==> src/sim_override_defines.vh <==
`ifndef SIM_OVERRIDE_DEFINES_VH
`define SIM_OVERRIDE_DEFINES_VH

// simulation function indices
`define FN_CURRENT 3'd0
`define FN_AOUT 3'd1
`define FN_AIN 3'd2
`define FN_SWITCH 3'd3
`define FN_THERM 3'd4
`define FN_COUNT 5

// setting write selectors; 0..4 are the duration of function 0..4
`define SEL_AOUT 4'h5
`define SEL_AIN 4'h6
`define SEL_SWITCH 4'h7
`define SEL_THERM 4'h8
`define SEL_GND 4'h9
`define SEL_VOLT 4'ha
`define SEL_POWER 4'hb

// enable duration in minutes
`define DUR_UNLIMITED 9'h000
`define DUR_MIN 9'h005
`define DUR_MAX 9'h12c
`define DUR_STEP 9'h005
`define DUR_DEFAULT 9'h00f

// forced analog output in percent
`define AOUT_MAX 7'h64
`define AOUT_OFF 7'h7f

// simulated analog input in mA
`define AIN_MIN 5'h04
`define AIN_MAX 5'h14
`define AIN_OFF 5'h1f

// simulated thermistor in ohms
`define THERM_MAX 15'h7530

// switch input bit positions, 1 = closed
`define SW_START_A 0
`define SW_START_B 1
`define SW_STOP 2
`define SW_CONT_A 3
`define SW_CONT_B 4
`define SW_ISOLATOR 5
`define SW_INTERLOCK1 6
`define SW_RESET 16'h0000

// timing
`define CLK_HZ 32'h02faf080
`define SECOND_CYCLES (`CLK_HZ * 32'h00000001)
`define MINUTE_S 6'h3c
`define NOTIFY_S 32'h00000003
`define NOTIFY_CYCLES (`NOTIFY_S * `CLK_HZ)

`endif

==> src/flash_notifier.v <==
`timescale 1ns/1ps
`include "sim_override_defines.vh"

// shows enabled or disabled notice for a fixed time after each change
module flash_notifier #(
    parameter [31:0] HOLD_CYCLES = `NOTIFY_CYCLES
) (
    // clock and reset
    input wire clk_i,
    input wire rst_n_i,
    // watched enable
    input wire active_i,
    // notices
    output reg show_on_o,
    output reg show_off_o
);
    reg last;
    reg [31:0] count;

    // a new change restarts the notice, the newer one replaces the older
    always @(posedge clk_i or negedge rst_n_i) begin
        if (!rst_n_i) begin
            last <= 1'b0;
            count <= 32'h00000000;
            show_on_o <= 1'b0;
            show_off_o <= 1'b0;
        end else begin
            last <= active_i;
            if (active_i != last) begin
                show_on_o <= active_i; // RULE14
                show_off_o <= ~active_i; // RULE14
                count <= HOLD_CYCLES - 32'h00000001;
            end else if (count != 32'h00000000) begin
                count <= count - 32'h00000001;
            end else begin
                show_on_o <= 1'b0;
                show_off_o <= 1'b0;
            end
        end
    end
endmodule

==> config.mk <==
export PLATFORM = sky130hd
export DESIGN_NAME = flash_notifier
export DESIGN_NICKNAME = d
export VERILOG_FILES = /design/src/flash_notifier.v
export VERILOG_INCLUDE_DIRS = /design/src
export SDC_FILE = /design/constraint.sdc
export NUM_CORES = 1
export LEC_CHECK = 0
export ABC_AREA = 1
export BUFFER_PORTS_ARGS = -buffer_cell sky130_fd_sc_hd__buf_2
export CAP_MARGIN = 20
export CORE_ASPECT_RATIO = 1.1
export CORE_UTILIZATION = 55
export CTS_CLUSTER_SIZE = 28
export DETAILED_ROUTE_END_ITERATION = 16
export PLACE_DENSITY_LB_ADDON = 0.08
export SKIP_CTS_REPAIR_TIMING = 1
export SLEW_MARGIN = 20
export SYNTH_ARGS = -nofsm -noshare
export SYNTH_HDL_FRONTEND = slang
export SYNTH_SLANG_ARGS = --single-unit
==> constraint.sdc <==
create_clock -name clk_i -period 2.03 [get_ports clk_i]
set_input_delay 0.5075 -clock clk_i [delete_from_list [all_inputs] [get_ports clk_i]]
set_output_delay 0.5075 -clock clk_i [all_outputs]
set_load 0.1 [all_outputs]
==> results.env, run 1 <==
OUTCOME='finished, final reports clean'
WORST-PATH-BUF-INV=2
FMAX_GHz=0.539
CP_DATA_REQUIRED_TIME_NS=2.26
GRTUSAGETOTAL=0.292
ENDPOINT_KIND='register'
TIMING.FINAL.SETUP_VIOLATIONS=0
R2R_SLACK_NS=0.17
PATH_CATEGORY_OF_THE_WORST_MIN_DELAY_CHECK='in -> async'
SYNTHESIS.AREA_MM2=0.00218
DETAIL_ROUTE.WIRELENGTH_UM=5310
DR.PASS1.ITERS=4
FINAL_WORST_HOLD_SLACK_NS=0.141
CRITICAL-PATH-SLOWEST-CELL='dfrtp_1'
DRV_CAP=0
DIE-HEIGHT_UM=68.1
FINAL.SETUP_SKEW_NS=0.00825
VIA_COUNT_OF_THE_FIRST_GLOBAL_ROUTING_PASS=1788
PATH_CLK_SLEW_NS=0.08
PERIOD_UTILIZATION_POST_ROUTE=0.914
VIA_COUNT=1982
CRITICAL_PATH.MAX_FANOUT=12
INSTANCES_NO_FILL=379
CTS_TREE='built'
POWER.SHARE.SEQUENTIAL=0.477
SYNTH.FF_LATCH_COUNT=35
FINAL_CELL_AREA_MM2=0.00243
PLACE_AREA_MM2=0.00231
GRT_PASS1_WL_UM=8670
MOST_AREA_HUNGRY_CELL_TYPE_IN_THE_YOSYS_NETLIST='dfrtp_1'
ROUTABILITYCONGESTION=0.971
IR_WORST_VDD_V=0.000528
SYNTH_AREA_PER_CELL_UM2=6.95
PORT_BUFFERS=4
NUMPLACEDINSTANCES=371
FINAL_CRITICAL_PATH_TIME_INCLUDING_I_O_DELAYS_AND_SETUP_NS=1.86
HOLD_VIOL=0
SYN2LAYOUT_AREA_GROWTH_PCT=11.5
ORDERED_CELL_LIST_FOR_THE_CRITICAL_PATH='inv_1 > ha_2 > nand2_4 > nor2_8 > nand4_4 > nor2_4 > buf_4 > nand2_1 > nand2_1'
WL_MET1_UM=2450
MET2WIRELENGTH_UM=2570
DRC=0
FLOORPLAN.CORE_AREA_MM2=0.00371
SYNTH.NET_COUNT=320
DIE_W_UM=62.1
TOTAL_POWER_uW=1520
ROUTE.DETAILED.VIAS_PER_INST=5.23
GRT_REMAINING_OVERFLOW=0
MAXSLEWVIOLCOUNT=0
SYNTHFLOPTYPE='dfrtp_1'
SLEW_AT_THE_PIN_CLOSEST_TO_ITS_MAX_SLEW_LIMIT_NS=0.485
FP-ROW-COUNT=23
CLKSINKCOUNT=35
REPORTED_LEAKAGE_POWER_uW=0.00111
SW_FRAC_OF_TOTAL=0.248
PATH_CLASS='reg -> reg'
YS.WARNINGS.COUNT=0
POST_SYNTH_NUM_CELL_TYPES=27
INITIAL_ANTENNA_VIOLATION_COUNT=0
UNREPAIRED_SETUP_ENDPOINTS_AFTER_GLOBAL_ROUTING='no'
MAX-CLOCK-PATH-BUFFERS=2
MET3WIRELENGTH_UM=201
ASR_FLOP_RATIO_SYNTH=1.00
DRIVE_ABOVE_1_SHARE=0.109
CELLINTERNALPOWER_uW=1140
INITIALDRTVIOLATIONCOUNT=130
SYNTH_SEQ_AREA_SHARE=0.401
CLOCK_POWER_SHARE=0.433
POWERDENSITY_mW_PER_MM2=626
DP_HPWL_UM=4150
POSTROUTEANTENNANETS=0
FINAL_NETS=334
ARRIVAL_NS=2.09
CRITICAL_PATH_MAX_STAGE_DELAY_NS=0.41
PATH_DELAY_FAMILY='simple AND/OR/NAND/NOR gates'
WL_PER_CELL_UM=14.0
CLOCK_TREE.HTREE_LEVEL_COUNT=2
ANTENNA_CELLS=0
WORST_MAX_SLEW_MARGIN_EXPRESSED_RELATIVE_TO_THE_LIMIT=0.679
SYNTH_ENABLE_FLOP_CELLS=0
CTS_INSERTED_BUFFERS=5
PIN_COUNT_OF_THE_BIGGEST_NET_ENTERING_GLOBAL_ROUTING=19
CLK-INSERTION-DELAY-LATE_NS=0.30
ROOT_DRIVER='clkbuf_8'
SYNTH.AREA.TOP_CELLS='dfrtp_1 40%, nand2_1 14%, nor2_1 12%, nand3_1 6.0%, inv_1 5.3%'
SYN-INSTANCE-COUNT=314
NET-SWITCHING-POWER_uW=377
FIN_SETUP_TNS_NS=0
HIGHEST_LAYER='met4'
DIE-AREA_MM2=0.00422
COMB_POWER_SHARE=0.090
IOPINCOUNT=5
CRITICAL_PATH.STARTPOINT_TYPE='register'
SYNTH_LARGEST_TYPE_AREA_FRACTION=0.401
TIMING.CRITICAL_PATH.MODE_CELL='nand2_1'
FLOORPLAN.INITIALDENSITY=0.588
-- routing by layer --
| metal | vias up | track usage |
|---|---|---|
| li1 | 1030 | - |
| met1 | 904 | 0.392 |
| met2 | 39 | 0.469 |
| met3 | 9 | 0.0567 |
| met4 | 0 | 0.0944 |
| met5 | - | 0 |
-- worst reg2reg max path: cells and delay by family, from the launching register on --
family                   cells  cell delay (ns)
flip-flops                   1             0.41
buffers and inverters        2             0.37
adder cells (fa/ha/maj)      1             0.28
AND/OR/NAND/NOR              6             0.74
-- path summary, 6_finish.rpt --
kind | end | cells past startpoint | startpoint
setup / recovery | count[1] | 9 | count[0]
hold / removal | count[27] | 1 | rst_n_i
setup reg to reg | count[1] | 9 | count[0]
hold reg to reg | show_off_o | 2 | show_off_o
max in group asynchronous | last | 2 | rst_n_i
min in group clk_i | last | 1 | active_i
-- layout make-up --
cell class              instances  area (µm²)
flip-flops and latches         35         876
clock inverters                 2        35.0
inverters                      32         120
fillers                       322        1280
clock buffers                   6        82.6
multi-input cells             242        1160
well taps                      50        62.6
repair buffers                 12        92.6
-- metrics by stage --
step,utilization,setup WS (ns)
final,0.655,0.174
after global routing,0.655,0.0373
after CTS,0.654,0.106
after detailed placement,0.622,0.134
after global placement,0.622,0.190
after floorplan,-,0.297
-- cell usage after synthesis (2+ instances only) --
master	count
ha_1	3
xor2_1	5
nand2_1	83
and2_1	2
o21bai_1	6
nor2_2	6
nand4_1	9
nand3_1	26
nor3_1	4
nor2_4	2
nor2_1	69
inv_1	31
a21oi_1	12
dfrtp_1	35
o21ai_0	7
clkbuf_1	3
-- state kept, by name, summed over array words and instances (netlist names) --
name,flops
show_on_o,1
show_off_o,1
last,1
count,32
-- cell families (layout without fill, tap and decap cells) --
logic type      count (synthesis)  count (layout)  share of synthesized area
compound gates                 25              25                     0.0642
xor+xnor                        6               6                     0.0241
fa+ha+maj                       3               3                     0.0172
buf+inv                        37              52                     0.0677
flops                          35              35                      0.401
simple gates                  208             208                      0.425
-- power groups by stage --
stage,combinational [µW],sequential (µW),clock (µW)
detailed placement,137,738,0
CTS,137,725,670
floorplan,54.5,770,0
global route,150,727,697
finish,137,725,659
global placement,136,739,0
-- placed cells by master, fill, tap and decap left out, types with 2 or more instances in the layout --
| cell type | instances |
|---|---|
| and2_1 | 2 |
| nor2_4 | 2 |
| o21ai_0 | 7 |
| nand2_1 | 83 |
| nand4_1 | 9 |
| o21bai_1 | 6 |
| a21oi_1 | 12 |
| dfrtp_1 | 35 |
| xor2_1 | 5 |
| buf_2 | 4 |
| nand3_1 | 26 |
| ha_1 | 2 |
| clkbuf_8 | 6 |
| nor3_1 | 4 |
| nor2_1 | 68 |
| inv_1 | 31 |
| nor2_2 | 7 |
| buf_4 | 7 |
(Power assumes the default switching activity.)
==> inputs of run 2 (changes only) <==
CTS_BUF_LIST = sky130_fd_sc_hd__clkbuf_16   (was default)
RECOVER_POWER = 50   (was default)
==> results.env, run 2 (synthesis gave the netlist of run 1 again) <==
OUTCOME='finished, final reports clean'
DIE-AREA_MM2=0.00422  # unchanged
IOPINCOUNT=5  # unchanged
MAX-CLOCK-PATH-BUFFERS=2  # unchanged
LEADING_CELL_TYPE_IN_THE_LAYOUT_FILL_AND_TAPS_EXCLUDED='nand2_1'
PRECTSSETUPSLACK_NS=0.134  # unchanged
WL_PER_CELL_UM=14.3  # +1.8%
DRC=0  # unchanged
FINAL_CELL_AREA_MM2=0.00246  # +1.2%
GRT_REMAINING_OVERFLOW=0  # unchanged
CRITICAL_PATH_MAX_STAGE_DELAY_NS=0.40  # about the same
ROOT_DRIVER='clkbuf_16'
DR.PASS1.ITERS=5  # +1
TOP_REGISTER='count'
POWERDENSITY_mW_PER_MM2=698  # +12%
PERIOD_UTILIZATION_POST_ROUTE=0.915  # +0.00116
CTS_INSERTED_BUFFERS=5  # unchanged
PATH_CLASS='reg -> reg'
SETUP.WORST_PATH.START='count[0]'
HOLD_VIOL=0  # unchanged
DIE-HEIGHT_UM=68.1  # unchanged
REPORTED_LEAKAGE_POWER_uW=0.00112  # +0.84%
FINAL_CELL_MIX='83 x nand2_1, 68 x nor2_1, 35 x dfrtp_1, 31 x inv_1, 26 x nand3_1'
NUMPLACEDINSTANCES=371  # unchanged
CLOCK_TREE.HTREE_LEVEL_COUNT=2  # unchanged
CLKSINKCOUNT=35  # unchanged
INITIALDRTVIOLATIONCOUNT=150  # +15%
PIN_COUNT_OF_THE_BIGGEST_NET_ENTERING_GLOBAL_ROUTING=19  # unchanged
PORT_BUFFERS=4  # unchanged
FINAL.SETUP_SKEW_NS=0.00510  # -0.00315 ns
R2R.WORST_PATH.CELLS=9  # unchanged
CRITICAL-PATH-SLOWEST-CELL='dfrtp_1'
DETAIL_ROUTE.WIRELENGTH_UM=5410  # +1.8%
DRIVE_ABOVE_1_SHARE=0.100  # -0.00912
ROUTABILITYCONGESTION=0.971  # unchanged
WORST-PATH-BUF-INV=2  # unchanged
IR_WORST_VDD_V=0.000470  # -11%
REG2REG_TO='count[1]'
FMAX_GHz=0.538  # -0.13%
ROUTE.DETAILED.VIAS_PER_INST=5.33  # +1.9%
FP-ROW-COUNT=23  # unchanged
PATH_CATEGORY_OF_THE_WORST_MIN_DELAY_CHECK='in -> async'
MAXSLEWVIOLCOUNT=0  # unchanged
DRV_CAP=0  # unchanged
TIMING.CRITICAL_PATH.MODE_CELL='nand2_1'
DIE_W_UM=62.1  # unchanged
CP_DATA_REQUIRED_TIME_NS=2.25  # about the same
VIA_COUNT_OF_THE_FIRST_GLOBAL_ROUTING_PASS=1838  # +2.8%
ENDPOINT_KIND='register'
CRITICAL_PATH.MAX_FANOUT=12  # unchanged
ARRIVAL_NS=2.08  # about the same
FLOORPLAN.INITIALDENSITY=0.588  # unchanged
GRTUSAGETOTAL=0.298  # +0.00550
POSTROUTEANTENNANETS=0  # unchanged
CP-ENDPOINT='count[1]'
PATH_CLK_SLEW_NS=0.06  # -0.02 ns
WORST_MAX_SLEW_MARGIN_EXPRESSED_RELATIVE_TO_THE_LIMIT=0.348  # -0.331
SLEW_AT_THE_PIN_CLOSEST_TO_ITS_MAX_SLEW_LIMIT_NS=0.977  # +0.493 ns
DP_HPWL_UM=4150  # unchanged
FIN_SETUP_TNS_NS=0  # unchanged
FINAL_CRITICAL_PATH_TIME_INCLUDING_I_O_DELAYS_AND_SETUP_NS=1.86  # +0.00235 ns
ANTENNA_CELLS=0  # unchanged
R2R_SLACK_NS=0.17  # about the same
CTS_TREE='built'
PLACE_AREA_MM2=0.00231  # unchanged
SYN2LAYOUT_AREA_GROWTH_PCT=12.8
PATH_DELAY_FAMILY='simple AND/OR/NAND/NOR gates'
NUMBER_OF_FLIP_FLOPS_IN_THE_LARGEST_REGISTER=32  # unchanged
UNREPAIRED_SETUP_ENDPOINTS_AFTER_GLOBAL_ROUTING='no'
INITIAL_ANTENNA_VIOLATION_COUNT=0  # unchanged
LAYOUT_SETUP_WS_NS=0.172  # -0.00235 ns
INSTANCES_NO_FILL=379  # unchanged
TIMING.FINAL.SETUP_VIOLATIONS=0  # unchanged
VIA_COUNT=2020  # +1.9%
TIMING.RR.START='count[0]'
CRITICAL_PATH.STARTPOINT_TYPE='register'
WORST-PATH-STAGES=9  # unchanged
GRT_PASS1_WL_UM=8800  # +1.5%
ORDERED_CELL_LIST_FOR_THE_CRITICAL_PATH='inv_1 > ha_2 > nand2_4 > nor2_8 > nand4_4 > nor2_4 > buf_4 > nand2_1 > nand2_1'
FLOORPLAN.CORE_AREA_MM2=0.00371  # unchanged
CLK-INSERTION-DELAY-LATE_NS=0.28  # -0.02 ns
FINAL_NETS=334  # unchanged
==> run 2: cell types whose count changed in the layout (fill, tap and decap cells not counted) <==
cell and delta:
clkbuf_2 +1, clkbuf_16 +5, buf_12 -1, buf_2 -2, clkbuf_8 -6, clkbuf_1 +2
clkinv_1 +1
==> run 2: metrics by stage <==
stage	hold slack [ns]	util	total power (µW)
CTS	0.181	0.666	1730
finish	0.359	0.663	1720
detailed placement	0.474	0.622	875
global placement	0.472	0.622	875
global route	0.387	0.663	1770
floorplan	0.212	-	825
==> run 2: report_power, final <==
| part | switching [µW] | internal [µW] |
|---|---|---|
| combinational | 102 | 30.7 |
| clock | 287 | 572 |
| sequential | 12.9 | 713 |
==> run 2: area by class of cell <==
type,instances,area [µm²]
Fill cell,321,1250
Multi-Input combinational cell,242,1160
Sequential cell,35,876
Clock buffer,5,125
Inverter,32,120
Timing Repair Buffer,12,75.1
Tap cell,50,62.6
Clock inverter,3,38.8
==> run 2: metal layers <==
layer,vias up,global-route usage,share of wire
met1,934,0.388,0.46
met5,-,0,0
met3,8,0.0624,0.042
li1,1031,-,-
met2,47,0.492,0.48
met4,0,0.0861,0.015
==> run 2: worst min-delay path by stage <==
stage              from   endpoint  slack [ns]  depth (start not counted)
6_report        rst_n_i  count[27]        0.36                          1
5_1_grt        active_i       last        0.39                          1
4_1_cts         rst_n_i  count[27]        0.18                          1
3_5_place_dp    rst_n_i  count[27]        0.47                          1
3_3_place_gp    rst_n_i  count[27]        0.47                          1
2_1_floorplan   rst_n_i   count[0]        0.21                          0
==> run 2: worst reg2reg max path, cell delays in order, from the launching register on <==
cell and delay, ns:
dfrtp_1 0.40, inv_1 0.16, ha_2 0.27, nand2_4 0.09, nor2_8 0.17, nand4_4 0.18, nor2_4 0.15, buf_4 0.21
nand2_1 0.08, nand2_1 0.07
